===== config.mk =====
export PLATFORM = sky130hd
export DESIGN_NAME = parallel_port_control_bits
export DESIGN_NICKNAME = d
export VERILOG_FILES = /design/src/hw/par_pkg.sv /design/src/hw/parallel_port_control_bits.sv
export SDC_FILE = /design/constraint.sdc
export NUM_CORES = 1
export LEC_CHECK = 0
export ABC_AREA = 0
export BUFFER_PORTS_ARGS = -buffer_cell sky130_fd_sc_hd__buf_4
export CELL_PAD_IN_SITES_DETAIL_PLACEMENT = 1
export CELL_PAD_IN_SITES_GLOBAL_PLACEMENT = 1
export CORE_ASPECT_RATIO = 1.25
export CORE_MARGIN = 8
export CORE_UTILIZATION = 43
export CTS_CLUSTER_DIAMETER = 30
export DETAILED_ROUTE_END_ITERATION = 16
export PLACE_DENSITY = 0.92
export SKIP_LAST_GASP = 1
export SYNTH_ARGS = -nofsm -noshare
export SYNTH_HDL_FRONTEND = slang
export SYNTH_SLANG_ARGS = --single-unit

===== constraint.sdc =====
create_clock -name sys_clk -period 3.4 [get_ports sys_clk]
set_clock_uncertainty 0.1 [all_clocks]
set_input_delay 0.68 -clock sys_clk [delete_from_list [all_inputs] [get_ports sys_clk]]
set_output_delay 0.68 -clock sys_clk [all_outputs]
set_load 0.02 [all_outputs]

===== src/hw/par_pkg.sv =====
/*
 Constants and types for the twelve-port parallel control block.
 Assumes a single clock domain and a synchronous active-low reset.
*/
package par_pkg;
    localparam int NUM_PORTS = 12;
    localparam int DATA_W = 96;
    localparam int SEL_W = 4;
    localparam int IDX_W = 7;

    localparam logic [3:0] LAST_PORT = 4'hb;
    localparam logic [3:0] WORD_LAST_BASE = 4'ha;
    localparam logic [3:0] GROUP32_LAST_BASE = 4'h8;
    localparam logic [3:0] GROUP_FIXED_BASE = 4'h0;

    localparam logic [6:0] BITS_BYTE = 7'h08;
    localparam logic [6:0] BITS_WORD = 7'h10;
    localparam logic [6:0] BITS_32 = 7'h20;
    localparam logic [6:0] BITS_64 = 7'h40;
    localparam logic [6:0] BITS_96 = 7'h60;

    localparam logic [11:0] CTL_RST = 12'h000;
    localparam logic [11:0] POL_RST = 12'h000;
    localparam logic [35:0] MODE_RST = 36'h000000000;
    localparam logic [95:0] DATA_RST = 96'h0;

    typedef enum logic [2:0] {
        HS_NONE = 3'h0,
        HS_EDGE_A = 3'h1,
        HS_EDGE_B = 3'h2,
        HS_PULSED = 3'h3,
        HS_C = 3'h4,
        HS_STROBE = 3'h5
    } hs_mode_t;

    localparam logic [2:0] HS_LAST = 3'h5;

    typedef enum logic [2:0] {
        GRP_BYTE = 3'h0,
        GRP_WORD = 3'h1,
        GRP_32 = 3'h2,
        GRP_64 = 3'h3,
        GRP_96 = 3'h4
    } grp_width_t;
endpackage


===== src/hw/parallel_port_control_bits.sv =====
/*
 Control lines, polarity, handshake mode store and single-bit data access
 for twelve 8-bit ports that may be grouped to 16, 32, 64 or 96 bits.
 Assumes request strobes come from logic on sys_clk; flag lines come from
 pins and are synchronised here.
*/
// Summary of operation
// (RULE_01) Twelve 8-bit ports 0..11, control line always selected by byte port number.
// (RULE_02) Each control line has polarity: positive true is high, negative true is low.
// (RULE_03) Reset makes every control line polarity positive.
// (RULE_04) Software sets or clears a port's logical control value; pin follows polarity.
// (RULE_05) Reset clears every control line to logical 0.
// (RULE_06) Control read returns the programmed logical bit, not the pin level.
// (RULE_07) Polarity of each control line can be read back.
// (RULE_08) Direct control writes and reads act only while the port's mode is none.
// (RULE_09) Control line and peripheral flag line form the two-way data handshake.
// (RULE_10) Single-bit writes on byte ports (0..7) and 16-bit groups (0..15).
// (RULE_11) Single-bit writes on 32, 64, 96-bit groups, indices 0..31, 0..63, 0..95.
// (RULE_12) 16-bit group joins two byte ports, base must be even 0..10.
// (RULE_13) 32-bit group joins four byte ports, base must be 0, 4 or 8.
// (RULE_14) 64-bit and 96-bit groups always start at byte port 0.
// (RULE_15) Six handshake modes per grouping, selectable and readable.
// (RULE_16) Pin level is stored value inverted for negative polarity, instantly.
// (RULE_17) Peripheral drives flag ready/busy; flag state readable one bit per port.
// (RULE_18) Illegal base or out-of-range bit index is rejected with no state change.
`timescale 1ns/1ps
module parallel_port_control_bits
    import par_pkg::*;
(
    input wire logic sys_clk,
    input wire logic resetn,
    input wire logic ctl_wr,
    input wire logic [3:0] ctl_sel,
    input wire logic ctl_value,
    input wire logic pol_wr,
    input wire logic [3:0] pol_sel,
    input wire logic pol_active_low,
    input wire logic mode_wr,
    input wire logic [2:0] mode_width,
    input wire logic [3:0] mode_port,
    input wire logic [2:0] mode_value,
    input wire logic bit_wr,
    input wire logic [2:0] bit_width,
    input wire logic [3:0] bit_port,
    input wire logic [6:0] bit_index,
    input wire logic bit_value,
    input wire logic [3:0] rd_sel,
    input wire logic [11:0] peripheral_flag_line,
    output logic [11:0] handshake_control_line,
    output logic [95:0] data_out,
    output logic ctl_rd_value,
    output logic pol_rd_active_low,
    output logic [2:0] mode_rd_value,
    output logic bit_rd_value,
    output logic [11:0] flag_state,
    output logic req_reject
);

    typedef struct packed {
        logic [11:0] ctl;
        logic [11:0] pol_neg;
        logic [11:0][2:0] mode;
        logic [95:0] data;
        logic [11:0] flag_meta;
        logic [11:0] flag_sync;
        logic ctl_rd;
        logic pol_rd;
        logic [2:0] mode_rd;
        logic bit_rd;
        logic reject;
    } state_t;

    localparam state_t STATE_RST = '{
        ctl: CTL_RST,
        pol_neg: POL_RST,
        mode: MODE_RST,
        data: DATA_RST,
        default: '0
    };

    state_t s_r;
    state_t s_nxt;

    function automatic logic [6:0] group_bits(input logic [2:0] w);
        case (w)
            GRP_BYTE: group_bits = BITS_BYTE;
            GRP_WORD: group_bits = BITS_WORD;
            GRP_32: group_bits = BITS_32;
            GRP_64: group_bits = BITS_64;
            GRP_96: group_bits = BITS_96;
            default: group_bits = 7'h00;
        endcase
    endfunction

    // Base port legality per grouping width
    function automatic logic base_ok(input logic [2:0] w, input logic [3:0] p);
        case (w)
            GRP_BYTE: base_ok = (p <= LAST_PORT);
            GRP_WORD: base_ok = (p <= WORD_LAST_BASE) && !p[0];
            GRP_32: base_ok = (p <= GROUP32_LAST_BASE) && (p[1:0] == 2'h0);
            GRP_64: base_ok = (p == GROUP_FIXED_BASE);
            GRP_96: base_ok = (p == GROUP_FIXED_BASE);
            default: base_ok = 1'b0;
        endcase
    endfunction

    function automatic logic bit_ok(input logic [2:0] w, input logic [3:0] p, input logic [6:0] i);
        bit_ok = base_ok(w, p) && (i < group_bits(w));
    endfunction

    // Bit index relative to a group base becomes an absolute data bit
    function automatic logic [6:0] abs_index(input logic [3:0] p, input logic [6:0] i);
        abs_index = 7'({p, 3'h0} + i);
    endfunction

    logic ctl_sel_ok;
    logic pol_sel_ok;
    logic rd_sel_ok;
    logic mode_ok;
    logic bit_req_ok;
    logic [6:0] bit_abs;
    logic [4:0] mode_span_end;
    logic [6:0] mode_bits;

    assign ctl_sel_ok = (ctl_sel <= LAST_PORT);
    assign pol_sel_ok = (pol_sel <= LAST_PORT);
    assign rd_sel_ok = (rd_sel <= LAST_PORT);
    assign mode_ok = base_ok(mode_width, mode_port) && (mode_value <= HS_LAST);
    assign bit_req_ok = bit_ok(bit_width, bit_port, bit_index);
    assign bit_abs = abs_index(bit_port, bit_index);
    assign mode_bits = group_bits(mode_width);
    assign mode_span_end = {1'b0, mode_port} + {1'b0, mode_bits[6:3]};

    always_comb
    begin
        s_nxt = s_r;
        s_nxt.reject = 1'b0;
        // (RULE_01) control access by byte port number
        // (RULE_04) logical value stored
        // (RULE_08) blocked unless mode none
        if (ctl_wr)
        begin
            if (ctl_sel_ok && (s_r.mode[ctl_sel] == HS_NONE))
            begin
                s_nxt.ctl[ctl_sel] = ctl_value;
            end
            else
            begin
                s_nxt.reject = 1'b1;
            end
        end
        // (RULE_02) polarity per port
        if (pol_wr)
        begin
            if (pol_sel_ok)
            begin
                s_nxt.pol_neg[pol_sel] = pol_active_low;
            end
            else
            begin
                s_nxt.reject = 1'b1;
            end
        end
        // (RULE_15) mode written to every member port
        // (RULE_12) (RULE_13) (RULE_14) base checked
        if (mode_wr)
        begin
            if (mode_ok)
            begin
                for (int i = 0; i < NUM_PORTS; i++)
                begin
                    if ((5'(i) >= {1'b0, mode_port}) && (5'(i) < mode_span_end))
                    begin
                        s_nxt.mode[i] = mode_value;
                    end
                end
            end
            else
            begin
                s_nxt.reject = 1'b1;
            end
        end
        // (RULE_10) (RULE_11) single data bit write
        // (RULE_18) illegal request leaves state alone
        if (bit_wr)
        begin
            if (bit_req_ok)
            begin
                s_nxt.data[bit_abs] = bit_value;
            end
            else
            begin
                s_nxt.reject = 1'b1;
            end
        end
        // (RULE_06) (RULE_08) logical value, only while mode none
        s_nxt.ctl_rd = rd_sel_ok && (s_r.mode[rd_sel] == HS_NONE) && s_r.ctl[rd_sel];
        // (RULE_07) polarity readback
        s_nxt.pol_rd = rd_sel_ok && s_r.pol_neg[rd_sel];
        s_nxt.mode_rd = rd_sel_ok ? s_r.mode[rd_sel] : HS_NONE;
        s_nxt.bit_rd = bit_req_ok && s_r.data[bit_abs];
        // (RULE_17) (RULE_09) flag pins pass two flops before use
        s_nxt.flag_meta = peripheral_flag_line;
        s_nxt.flag_sync = s_r.flag_meta;
    end

    // (RULE_03) (RULE_05) reset to positive polarity, logical 0
    always_ff @(posedge sys_clk)
    begin
        if (!resetn)
        begin
            s_r <= STATE_RST;
        end
        else
        begin
            s_r <= s_nxt;
        end
    end

    // (RULE_16) XOR keeps a polarity change visible on the pin at once
    assign handshake_control_line = s_r.ctl ^ s_r.pol_neg;
    assign data_out = s_r.data;
    assign ctl_rd_value = s_r.ctl_rd;
    assign pol_rd_active_low = s_r.pol_rd;
    assign mode_rd_value = s_r.mode_rd;
    assign bit_rd_value = s_r.bit_rd;
    assign flag_state = s_r.flag_sync;
    assign req_reject = s_r.reject;

    logic ctl_wr_good;
    logic pol_wr_good;
    assign ctl_wr_good = ctl_wr && ctl_sel_ok && (s_r.mode[ctl_sel] == HS_NONE);
    assign pol_wr_good = pol_wr && pol_sel_ok;
endmodule


==> results.py <==
metrics = {
    "run_status": {
        "outcome": "complete, no violations",
    },
    "drt": {
        "postRouteAntennaNets": 0,
        "drtIter0Drc": 506,
        "route.detailed.vias_per_inst": 6.111,
        "wl_per_cell_um": 22.63,
        "drtPass1Iterations": 5,
        "wl_um": 32850,
        "vias": 8873,
        "drc_errors": 0,
    },
    "cells_and_area": {
        "finish.instance_area_um2": 11600,
        "fraction_of_layout_cells_with_a_size_suffix_above_1_pct": 25.43,
        "fin_util_pct": 49.22,
        "mostFrequentLayoutCells": "217 x sky130_fd_sc_hd__buf_4, 187 x sky130_fd_sc_hd__dfxtp_1, 85 x sky130_fd_sc_hd__o211ai_1",
        "mostFrequentLayoutCell": "sky130_fd_sc_hd__buf_4",
        "fin_cells": 1452,
        "n_antenna_cell": 0,
        "nFillCells": 2686,
        "area_growth_syn_to_layout_pct": 13.30,
        "nNetsFinal": 1216,
    },
    "synthesis": {
        "synth.top_cell.area_share_pct": 36.56,
        "synth_seq_cells": 187,
        "synth_cell_type_count": 66,
        "synth-edff-count": 0,
        "netlist_top_cells_area": "sky130_fd_sc_hd__dfxtp_1 37%, sky130_fd_sc_hd__buf_4 8.2%, sky130_fd_sc_hd__mux2i_1 6.7%, sky130_fd_sc_hd__o211ai_1 6.2%, sky130_fd_sc_hd__mux4_2 5.9%",
        "async_reset_ff_share_pct": 0,
        "ys_warn_count": 0,
        "yosys.area.top_type": "sky130_fd_sc_hd__dfxtp_1",
        "syn_avg_cell_area_um2": 9.224,
        "syn_area_um2": 10240,
        "syn_nets": 1179,
        "synth_ff_type": "sky130_fd_sc_hd__dfxtp_1",
        "yosysSeqAreaShare_pct": 36.56,
        "synthesis.instances": 1110,
    },
    "timing": {
        "finalHoldViolCount": 0,
        "min_period_ns": 3.254,
        "worst-slew-pin-transition_ns": 1.087,
        "final_min_period_over_clock_period_pct": 95.72,
        "timing.slew.headroom_pct": 27.00,
        "timing.fmax_mhz": 307.3,
        "finalSetupViolations": 0,
        "number_of_max_slew_violations_in_the_final_report": 0,
        "grt_setup_unrepaired": "false",
    },
    "cts": {
        "cts_hold_buffers": 0,
        "number_of_buffers_added_by_the_clock_tree_synthesis_step": 17,
        "cts.root.buffer_cell": "sky130_fd_sc_hd__clkbuf_16",
        "cts.repair_timing.setup_buffer_count": 0,
        "cts_htree_levels": 4,
        "worstSkewPairLatency_ns": 0.44,
        "cts_tree": "done",
        "post_cts_resize_count": 0,
        "max-clock-path-buffers": 2,
        "clkSlewWorstSetupHoldPaths_ns": 0.08,
        "clock-sinks": 187,
    },
    "placement": {
        "placed_cell_area_um2": 11020,
        "port_buffers": 183,
        "dp_cells": 1420,
        "gp_routability_congestion": 0.8557,
        "dp.final_hpwl_um": 23830,
    },
    "die": {
        "floorplan.die.width_um": 154.0,
        "die-area_um2": 29030,
        "num_io_pins": 184,
        "core-area_um2": 23570,
        "initial_core_util_pct": 43.44,
        "placementRows": 63,
        "die_h_um": 188.5,
    },
    "power_and_ir_drop": {
        "total_leakage_power_nw": 4.699,
        "power_per_cell_area_nw_per_um2": 416.5,
        "max-vdd-ir-drop_uv": 300.1,
        "power_w": 0.004831,
    },
    "grt": {
        "grt_usage_pct": 22.36,
        "number_of_antenna_violations_at_the_first_check_in_global_routing": 0,
        "grt_max_degree": 96,
        "global_route_wire_length_before_repair_um": 51740,
        "total_gr_overflow": 0,
        "first_global_vias": 9306,
    },
    "setup_path": {
        "type_of_the_worst_setup_path": "input pin to flip-flop",
        "cp.arrival_ns": 3.46,
        "timing.reg2reg.worst_path_depth": 6,
        "crit_path_max_fanout": 16,
        "critical_path_required_ns": 3.60,
        "worst_setup_path_end_kind": "flip-flop",
        "setup.worst_path.start_class": "input pin",
    },
    "min_path": {
        "worstHoldPathType": "flip-flop to flip-flop",
        "worstHoldPathCells": 1,
    },
    "flow_run": {
        "maxCapViolations": 0,
    },
}
==> cells in the mapped netlist (6+ instances only) <==
cell                       number
sky130_fd_sc_hd__mux2_2         6
sky130_fd_sc_hd__nor2_1        63
sky130_fd_sc_hd__dfxtp_1      187
sky130_fd_sc_hd__inv_1          7
sky130_fd_sc_hd__nor2b_1       13
sky130_fd_sc_hd__o31ai_1       80
sky130_fd_sc_hd__ha_1          10
sky130_fd_sc_hd__a21oi_1       36
sky130_fd_sc_hd__a31oi_1        6
sky130_fd_sc_hd__mux4_2        27
sky130_fd_sc_hd__nand2b_1      21
sky130_fd_sc_hd__buf_2         18
sky130_fd_sc_hd__clkbuf_1      61
sky130_fd_sc_hd__o211ai_1      85
sky130_fd_sc_hd__a22oi_1        7
sky130_fd_sc_hd__nand2_1       77
sky130_fd_sc_hd__o22ai_1        6
sky130_fd_sc_hd__and2_1        25
sky130_fd_sc_hd__buf_4        112
sky130_fd_sc_hd__xor2_1        15
sky130_fd_sc_hd__nand3_1       38
sky130_fd_sc_hd__nand4_1        7
sky130_fd_sc_hd__buf_6          6
sky130_fd_sc_hd__o21ai_0       29
sky130_fd_sc_hd__mux2i_1       69
sky130_fd_sc_hd__xnor2_1        6
sky130_fd_sc_hd__nor3_1        14
==> area by class of cell <==
class	count	area [µm²]	area share [%]
Clock inverter	15	157.7	1.359
Multi-Input combinational cell	714	5225	45.04
Inverter	9	33.78	0.2912
Timing Repair Buffer	218	1649	14.22
Sequential cell	187	3744	32.27
Tap cell	292	365.4	3.150
Clock buffer	17	425.4	3.667
==> through the flow <==
stage	setup WS (ns)	hold WS [ns]	TNS, ns
detailed placement	-0.09332	0.3223	-0.8192
global route	0.01698	0.3324	0
finish	0.1456	0.3367	0
CTS	0.2412	0.3281	0
floorplan	0.2158	0.3119	0
global placement	0.07548	0.3123	0
==> per-layer routing <==
layer | part of all wire (%) | GRT usage, % | up-vias
li1 | - | - | 4050
met5 | 0 | 0 | -
met4 | 3.7 | 10.76 | 0
met3 | 6.0 | 4.905 | 82
met2 | 51 | 39.91 | 326
met1 | 39 | 24.68 | 4415
==> report_power, final <==
part,total (W),switching [W],internal [W]
clock,0.00199,0.00101,0.000982
sequential,0.00222,0.0000113,0.00221
combinational,0.000618,0.000408,0.000210
total,0.00483,0.00143,0.00340
==> worst max-delay path: stages <==
cell and delay (ns):
sky130_fd_sc_hd__buf_4 0.13, sky130_fd_sc_hd__ha_1 0.28, sky130_fd_sc_hd__a21o_1 0.12, sky130_fd_sc_hd__a21oi_1 0.10, sky130_fd_sc_hd__xnor2_1 0.87, sky130_fd_sc_hd__nand3_1 0.72, sky130_fd_sc_hd__o211ai_1 0.42, sky130_fd_sc_hd__o31ai_1 0.12
==> kinds of logic after synthesis <==
kind of cell	after synthesis	synth area share, %
muxes	104	13.56
xor gates and xnor gates	21	1.796
adders and majority gates	12	1.613
AOI/OAI and AO/OA	290	20.22
and+or+nand+nor	287	13.81
buffers and inverters	209	12.43
DFF	187	36.56
==> state kept, by name, summed over array words and instances, names as in the netlist, 3 cells and up <==
register and flops:
data_out 96, flag_state 12, mode_rd_value 3, s_nxt 12, s_r 60
==> final timing paths <==
check	startpoint	to	slack (ns)
worst min register to register	s_nxt[14]	flag_state[7]	0.34
worst min-delay path	s_nxt[14]	flag_state[7]	0.34
worst max-delay path	bit_port[1]	data_out[60]	0.15
worst max register to register	data_out[81]	bit_rd_value	1.25
(Power assumes the default switching activity.)
